File: src/csb_defs.vh
// Encodings, flag positions and timing counts for the compare/skip/branch decoder
`ifndef CSB_DEFS_VH
`define CSB_DEFS_VH

// Opcode match masks and values
`define CSB_CMP_IMM_MASK 16'hF000
`define CSB_CMP_IMM_VAL 16'h3000
`define CSB_SKIP_REG_MASK 16'hFE08
`define CSB_SKIP_REG_CLR_VAL 16'hFC00
`define CSB_SKIP_REG_SET_VAL 16'hFE00
`define CSB_SKIP_IO_MASK 16'hFF00
`define CSB_SKIP_IO_SET_VAL 16'h9B00
`define CSB_BRANCH_MASK 16'hFC00
`define CSB_BRANCH_SET_VAL 16'hF000
`define CSB_BRANCH_CLR_VAL 16'hF400

// Compare-immediate destination lies in the upper register half
`define CSB_CMP_IMM_REG_BASE 5'h10

// Flag positions in condition_flag_register
`define CSB_FLAG_C 0
`define CSB_FLAG_Z 1
`define CSB_FLAG_N 2
`define CSB_FLAG_V 3
`define CSB_FLAG_S 4
`define CSB_FLAG_H 5

// Extra cycles beyond the first
`define CSB_EXTRA_NONE 2'h0
`define CSB_EXTRA_BRANCH 2'h1
`define CSB_EXTRA_SKIP1 2'h1
`define CSB_EXTRA_SKIP2 2'h2

`endif

File: src/csb_cmp_flags.v
// Flag generation for the compare-with-immediate subtraction
`timescale 1ns/100ps
`default_nettype none
`include "csb_defs.vh"

module csb_cmp_flags (
  // Operands
  input wire [7:0] minuend,
  input wire [7:0] subtrahend,
  input wire [7:0] flagsIn,
  // Result
  output reg [7:0] flagsOut
);

  wire [7:0] diff;
  wire vFlag;

  assign diff = minuend - subtrahend;
  assign vFlag = (minuend[7] & ~subtrahend[7] & ~diff[7]) |
                 (~minuend[7] & subtrahend[7] & diff[7]);

  always @* begin
    flagsOut = flagsIn;
    flagsOut[`CSB_FLAG_C] = (~minuend[7] & subtrahend[7]) | (subtrahend[7] & diff[7]) |
                            (diff[7] & ~minuend[7]);
    flagsOut[`CSB_FLAG_Z] = (diff == 8'h00);
    flagsOut[`CSB_FLAG_N] = diff[7];
    flagsOut[`CSB_FLAG_V] = vFlag;
    flagsOut[`CSB_FLAG_S] = diff[7] ^ vFlag;
    flagsOut[`CSB_FLAG_H] = (~minuend[3] & subtrahend[3]) | (subtrahend[3] & diff[3]) |
                            (diff[3] & ~minuend[3]);
  end

endmodule // csb_cmp_flags
`default_nettype wire

File: src/csb_decode.v
// Execution of compare-immediate, bit-skip and flag-branch instructions
`timescale 1ns/100ps
`default_nettype none
`include "csb_defs.vh"

module csb_decode #(
  parameter PC_W = 16
) (
  // Clock and reset
  input wire clk,
  input wire arst_n,
  // Instruction issue
  input wire instrValid,
  input wire [15:0] instrWord,
  input wire [PC_W-1:0] pcCur,
  input wire nextIsTwoWord,
  output wire instrReady,
  output wire opSupported,
  // Operand fetch
  output wire [4:0] regAddr,
  output wire [4:0] ioAddr,
  input wire [7:0] regOperand,
  input wire [7:0] ioOperand,
  input wire [7:0] flagsIn,
  // Results
  output reg pcLoad_reg,
  output reg [PC_W-1:0] pcValue_reg,
  output reg flagsWe_reg,
  output reg [7:0] flagsOut_reg,
  output reg done_reg,
  output wire busy
);

  localparam ST_IDLE = 1'b0;
  localparam ST_WAIT = 1'b1;

  // Instruction kinds handled here; anything else is left to other decoders
  localparam OP_NONE = 3'h0;
  localparam OP_CMP_IMM = 3'h1;
  localparam OP_SKIP_REG_CLR = 3'h2;
  localparam OP_SKIP_REG_SET = 3'h3;
  localparam OP_SKIP_IO_SET = 3'h4;
  localparam OP_BRANCH_SET = 3'h5;
  localparam OP_BRANCH_CLR = 3'h6;

  // Picks one bit of a byte by a 3-bit index
  function bit_at;
    input [7:0] data;
    input [2:0] idx;
    begin
      bit_at = data[idx];
    end
  endfunction

  // Sorts a word into one kind; the encodings never overlap, so order is free
  function [2:0] op_kind;
    input [15:0] word;
    begin
      op_kind = OP_NONE;
      if ((word & `CSB_CMP_IMM_MASK) == `CSB_CMP_IMM_VAL) begin
        op_kind = OP_CMP_IMM;
      end
      if ((word & `CSB_SKIP_REG_MASK) == `CSB_SKIP_REG_CLR_VAL) begin
        op_kind = OP_SKIP_REG_CLR;
      end
      if ((word & `CSB_SKIP_REG_MASK) == `CSB_SKIP_REG_SET_VAL) begin
        op_kind = OP_SKIP_REG_SET;
      end
      if ((word & `CSB_SKIP_IO_MASK) == `CSB_SKIP_IO_SET_VAL) begin
        op_kind = OP_SKIP_IO_SET;
      end
      if ((word & `CSB_BRANCH_MASK) == `CSB_BRANCH_SET_VAL) begin
        op_kind = OP_BRANCH_SET;
      end
      if ((word & `CSB_BRANCH_MASK) == `CSB_BRANCH_CLR_VAL) begin
        op_kind = OP_BRANCH_CLR;
      end
    end
  endfunction

  wire [2:0] opKind;
  wire isCmpImmOp;
  wire isSkipRegClrOp;
  wire isSkipRegSetOp;
  wire isSkipIoSetOp;
  wire isBranchSetOp;
  wire isBranchClrOp;
  wire accept;
  wire [7:0] immK;
  wire [2:0] bitSel;
  wire [PC_W-1:0] branchOffset;
  wire [7:0] cmpFlags;
  reg skipTaken;
  reg branchTaken;
  reg [1:0] extraCycles;
  reg [PC_W-1:0] pcTarget;
  reg state_reg;
  reg state_next;
  reg [1:0] waitCnt_reg;
  reg [1:0] waitCnt_next;

  assign opKind = op_kind(instrWord);
  assign isCmpImmOp = (opKind == OP_CMP_IMM);
  assign isSkipRegClrOp = (opKind == OP_SKIP_REG_CLR);
  assign isSkipRegSetOp = (opKind == OP_SKIP_REG_SET);
  assign isSkipIoSetOp = (opKind == OP_SKIP_IO_SET);
  assign isBranchSetOp = (opKind == OP_BRANCH_SET);
  assign isBranchClrOp = (opKind == OP_BRANCH_CLR);
  assign opSupported = (opKind != OP_NONE);

  assign busy = (state_reg == ST_WAIT);
  assign instrReady = ~busy;
  // Unsupported words are left to other decoders and not consumed here
  assign accept = instrValid & instrReady & opSupported;

  assign immK = {instrWord[11:8], instrWord[3:0]};
  assign bitSel = instrWord[2:0];
  // Compare-immediate only reaches the upper sixteen registers
  assign regAddr = isCmpImmOp ? (`CSB_CMP_IMM_REG_BASE | {1'b0, instrWord[7:4]}) :
                   instrWord[8:4];
  assign ioAddr = instrWord[7:3];
  // Seven-bit signed word offset, sign-extended to the counter width
  assign branchOffset = {{(PC_W-7){instrWord[9]}}, instrWord[9:3]};

  csb_cmp_flags u_cmp_flags (
    .minuend(regOperand),
    .subtrahend(immK),
    .flagsIn(flagsIn),
    .flagsOut(cmpFlags)
  );

  // Outcome and next counter value
  always @* begin
    skipTaken = 1'b0;
    branchTaken = 1'b0;
    if (isSkipRegClrOp) begin
      skipTaken = ~bit_at(regOperand, bitSel);
    end
    if (isSkipRegSetOp) begin
      skipTaken = bit_at(regOperand, bitSel);
    end
    if (isSkipIoSetOp) begin
      skipTaken = bit_at(ioOperand, bitSel);
    end
    if (isBranchSetOp) begin
      branchTaken = bit_at(flagsIn, bitSel);
    end
    if (isBranchClrOp) begin
      branchTaken = ~bit_at(flagsIn, bitSel);
    end
    pcTarget = pcCur + {{(PC_W-1){1'b0}}, 1'b1};
    extraCycles = `CSB_EXTRA_NONE;
    if (skipTaken) begin
      if (nextIsTwoWord) begin
        pcTarget = pcCur + {{(PC_W-2){1'b0}}, 2'h3};
        extraCycles = `CSB_EXTRA_SKIP2;
      end else begin
        pcTarget = pcCur + {{(PC_W-2){1'b0}}, 2'h2};
        extraCycles = `CSB_EXTRA_SKIP1;
      end
    end
    if (branchTaken) begin
      pcTarget = pcCur + branchOffset + {{(PC_W-1){1'b0}}, 1'b1};
      extraCycles = `CSB_EXTRA_BRANCH;
    end
  end

  // Cycle sequencing
  always @* begin
    state_next = state_reg;
    waitCnt_next = waitCnt_reg;
    case (state_reg)
      ST_IDLE: begin
        if (accept && extraCycles != `CSB_EXTRA_NONE) begin
          state_next = ST_WAIT;
          waitCnt_next = extraCycles;
        end
      end
      ST_WAIT: begin
        waitCnt_next = waitCnt_reg - 2'h1;
        if (waitCnt_reg == 2'h1) begin
          state_next = ST_IDLE;
        end
      end
      default: begin
        state_next = ST_IDLE;
        waitCnt_next = 2'h0;
      end
    endcase
  end

  always @(posedge clk or negedge arst_n) begin
    if (!arst_n) begin
      state_reg <= ST_IDLE;
      waitCnt_reg <= 2'h0;
      pcLoad_reg <= 1'b0;
      pcValue_reg <= {PC_W{1'b0}};
      flagsWe_reg <= 1'b0;
      flagsOut_reg <= 8'h00;
      done_reg <= 1'b0;
    end else begin
      state_reg <= state_next;
      waitCnt_reg <= waitCnt_next;
      pcLoad_reg <= accept;
      if (accept) begin
        pcValue_reg <= pcTarget;
      end
      flagsWe_reg <= accept & isCmpImmOp;
      if (accept & isCmpImmOp) begin
        flagsOut_reg <= cmpFlags;
      end
      // Done is registered, so it is high in the cycle after the last cycle of the instruction
      done_reg <= (accept && extraCycles == `CSB_EXTRA_NONE) ||
                  (state_reg == ST_WAIT && waitCnt_reg == 2'h1);
    end
  end

endmodule // csb_decode
`default_nettype wire

File: config.mk
export PLATFORM = sky130hd
export DESIGN_NAME = csb_decode
export DESIGN_NICKNAME = d
export VERILOG_FILES = /design/src/csb_cmp_flags.v /design/src/csb_decode.v
export VERILOG_INCLUDE_DIRS = /design/src /design/src/src
export SDC_FILE = /design/constraint.sdc
export NUM_CORES = 1
export LEC_CHECK = 0
export CAP_MARGIN = 5
export CORE_ASPECT_RATIO = 0.6
export CORE_MARGIN = 10
export CORE_UTILIZATION = 59
export DETAILED_ROUTE_END_ITERATION = 10
export DONT_BUFFER_PORTS = 1
export GPL_TIMING_DRIVEN = 0
export HOLD_SLACK_MARGIN = 0.05
export PLACE_DENSITY_LB_ADDON = 0.12
export SYNTH_ARGS = -nofsm -noshare
export SYNTH_HDL_FRONTEND = slang
export SYNTH_SLANG_ARGS = --single-unit
File: constraint.sdc
create_clock -name clk -period 1.6 [get_ports clk]
set_clock_uncertainty 0.2 [all_clocks]
set_input_delay 0.32 -clock clk [delete_from_list [all_inputs] [get_ports clk]]
set_output_delay 0.32 -clock clk [all_outputs]
set_load 0.01 [all_outputs]
==> summary.txt <==
failing checks: setup timing
fin worst setup slack: -1.24 ns
initial antenna violation count: 0
Synth top area share: 23.6%
worst hold path depth: 2
EDFF count, synth: 0
most used cell, CP: a21o_1
Detail Placement HPWL: 7570 µm
status: complete, but fails checks
Tcrit/Tclk final: 178%
# IOs: 100
Yosys reg bits: 30
YS warnings: 0
WL/cell: 21.2 µm
CP Cell Sequence: buf_12 -> clkinv_4 -> ha_4 -> nor2b_1 -> o21ai_1 -> nand2b_1 -> a21o_1 -> a21o_1 -> a21o_1 -> a21o_1 -> fa_2 -> nor4bb_1 -> nand3_1 -> o41ai_2
MaxCap Viol Count: 0
First-pass DRT Iterations: 4
count of different cell masters after synthesis: 59
proportion of layout cells with a drive suffix above 1: 25.7%
GRT Overall Usage: 21.8%
Synth area leaders: dfrtp_1 24%, ha_1 11%, xnor2_1 4.4%
core area: 0.00513 mm²
WS Path Type: in -> reg
Final Power: 2.67 mW
starting density of the core: 62.1%
I/O Buffers: 0
CP startpoint kind: input port
CTS tree: yes
Reg-to-Reg Start: busy$_DFF_PN0_
final hold slack: 0.0567 ns
H-Tree Level Count: 2
post-synthesis sequential area ratio: 23.6%
Worst Reg-to-Reg Cells: 6
PD cells: 679 mW/mm²
first-pass GRT wire length: 15700 µm
fraction of registers with async set/reset: 100%
hold endpoint: pcValue_reg[8]$_DFFE_PN0P_
WP data required: 1.60 ns
Mapped Area: 0.00318 mm²
WL final: 9800 µm
via count: 2985
reg-to-reg endpoint: pcValue_reg[4]$_DFFE_PN0P_
DIE AREA: 0.00883 mm²
Syn Area/Cell: 8.77 µm²
Crit-path slowest cell: fa_2
RSZ-0062 raised after global routing: yes
maximum vdd drop: 0.459 mV
Die X: 115 µm
clk buf depth: 2
worst slew pin tran: 0.560 ns
Layout area overhead: 23.6%
critical-path maximum fanout: 2
WP data arrival: 2.84 ns
vias in the first global route: 3040
Row Count: 20
clock latency at the later pin of the worst-skew pair: 0.29 ns
clock sinks: 30
largest net degree at the start of global routing: 31
Crit. End Element: flop
starting DRC count in detailed routing: 232
post-route ant nets: 0
leakage: 1.73 nW
diode count: 0
hold path start: pcCur[8]
residual DRC count: 0
Crit path largest cell delay: 0.47 ns
NumNets Final: 490
RePlAce Congestion: 0.973
post-synth top area cell: dfrtp_1
cts bufs inserted: 5
syn_nets: 457
Post-Place Worst Slack: -1.74 ns
f_max: 352 MHz
Primary FF master, synth: dfrtp_1
Via density: 6.45
root buf cell: clkbuf_8
relative slew slack: 62.7%
max reg flops: 16
Worst R2R Setup Slack: -0.52 ns
Final Max Slew Viols: 0
setup_tns: -23.16 ns
worst hold path class: in -> reg
die height: 76.9 µm
Final setup viols: 30
Hold Vio Cnt, Final: 0
Final Critical Period: 2.84 ns
GRT overflow: 0
Worst-path clk slew: 0.07 ns
Cells after Synth: 363
==> worst max-delay path by stage <==
stage               slack, ns    startpoint                          end
finish                  -1.24  instrWord[1]  flagsOut_reg[1]$_DFFE_PN0P_
global route            -1.38  instrWord[1]  flagsOut_reg[1]$_DFFE_PN0P_
CTS                     -1.21  instrWord[1]  flagsOut_reg[1]$_DFFE_PN0P_
floorplan               -1.46  instrWord[1]  flagsOut_reg[1]$_DFFE_PN0P_
detailed placement      -1.74  instrWord[1]  flagsOut_reg[1]$_DFFE_PN0P_
global placement        -1.73  instrWord[1]  flagsOut_reg[1]$_DFFE_PN0P_
==> power breakdown <==
part | switching [mW] | internal, mW
Sequential | 0.169 | 0.900
Clock | 0.329 | 0.346
Combinational | 0.464 | 0.464
==> layer usage <==
metal	up-vias	GRT usage, %	part of all wire, %
li1	1392	-	-
met1	1438	30.5	43
met2	146	31.4	42
met3	9	7.61	14
met4	0	4.19	0.72
met5	-	0	0
==> what timing repair did <==
item	CTS	global route
setup buffers	14	8
pin swaps	16	11
hold buffers	7	0
endpoints found under the hold margin	35	0
resized for setup	19	23
endpoints found under the setup margin	30	31
==> kinds of logic (layout without fill, tap and decap cells) <==
| kind of cell | Yosys count | in the layout | synth area share (%) |
|---|---|---|---|
| DFF | 30 | 30 | 23.6 |
| and+or+nand+nor | 115 | 115 | 18.7 |
| xor gates and xnor gates | 28 | 28 | 7.70 |
| muxes | 18 | 18 | 8.76 |
| AOI/OAI and AO/OA | 95 | 95 | 20.2 |
| buffers and inverters | 43 | 77 | 6.48 |
| adders and majority gates | 34 | 34 | 14.5 |
==> layout make-up <==
class                           instances  area (µm²)
Buffer                                 20         176
Clock buffer                            6        82.6
Clock inverter                          2        12.5
Fill cell                             349        1190
Inverter                               23         119
Multi-Input combinational cell        290        2450
Sequential cell                        30         751
Tap cell                               66        82.6
Timing Repair Buffer                   26         263
==> cells in the mapped netlist (4+ instances only) <==
library cell  count
a21o_1            9
inv_1            23
xor2_1           12
and3_1            6
o21ai_0          21
nand2_1          33
nor4_1            5
o21a_1            4
a21oi_1          23
nand3_1          10
nor2_1           20
mux4_1            4
a31oi_1           5
o31ai_1           7
nand2b_1          6
buf_4             9
o221ai_1          6
ha_1             29
mux2i_1           8
clkbuf_1          7
fa_1              5
nor3_1           10
xnor2_1          16
dfrtp_1          30
==> cells in the final DEF, fill, tap and decap left out, drive strengths merged, types with 3 or more instances in the layout <==
cell	instances
buf	35
nand2	33
dfrtp	30
ha	29
a21oi	23
inv	22
nor2	21
o21ai	21
xnor2	16
xor2	12
clkbuf	11
nand3	10
nor3	10
a21o	9
mux2i	8
o31ai	7
nand2b	6
and3	6
dlygate4sd3	6
o221ai	6
mux4	6
a31oi	5
nor4	5
fa	5
o21a	4
mux2	4
nor2b	3
a221o	3
and2	3
a211oi	3
or3	3
or4b	3
==> through the flow <==
step,cells,area (µm²),util [%]
4_1_cts,458,3830,74.7
5_1_grt,463,3940,76.7
3_3_place_gp,429,3450,67.3
3_5_place_dp,429,3450,67.3
6_report,463,3940,76.7
2_1_floorplan,363,3370,-
==> critical path: cells and delay by family <==
| family | cells | cell delay, ns |
|---|---|---|
| adder cells (fa/ha/maj) | 2 | 0.64 |
| AO/OA/AOI/OAI | 6 | 1.08 |
| AND/OR/NAND/NOR | 4 | 0.65 |
| buffers and inverters | 2 | 0.14 |
Power figures use the tool's default switching activity.
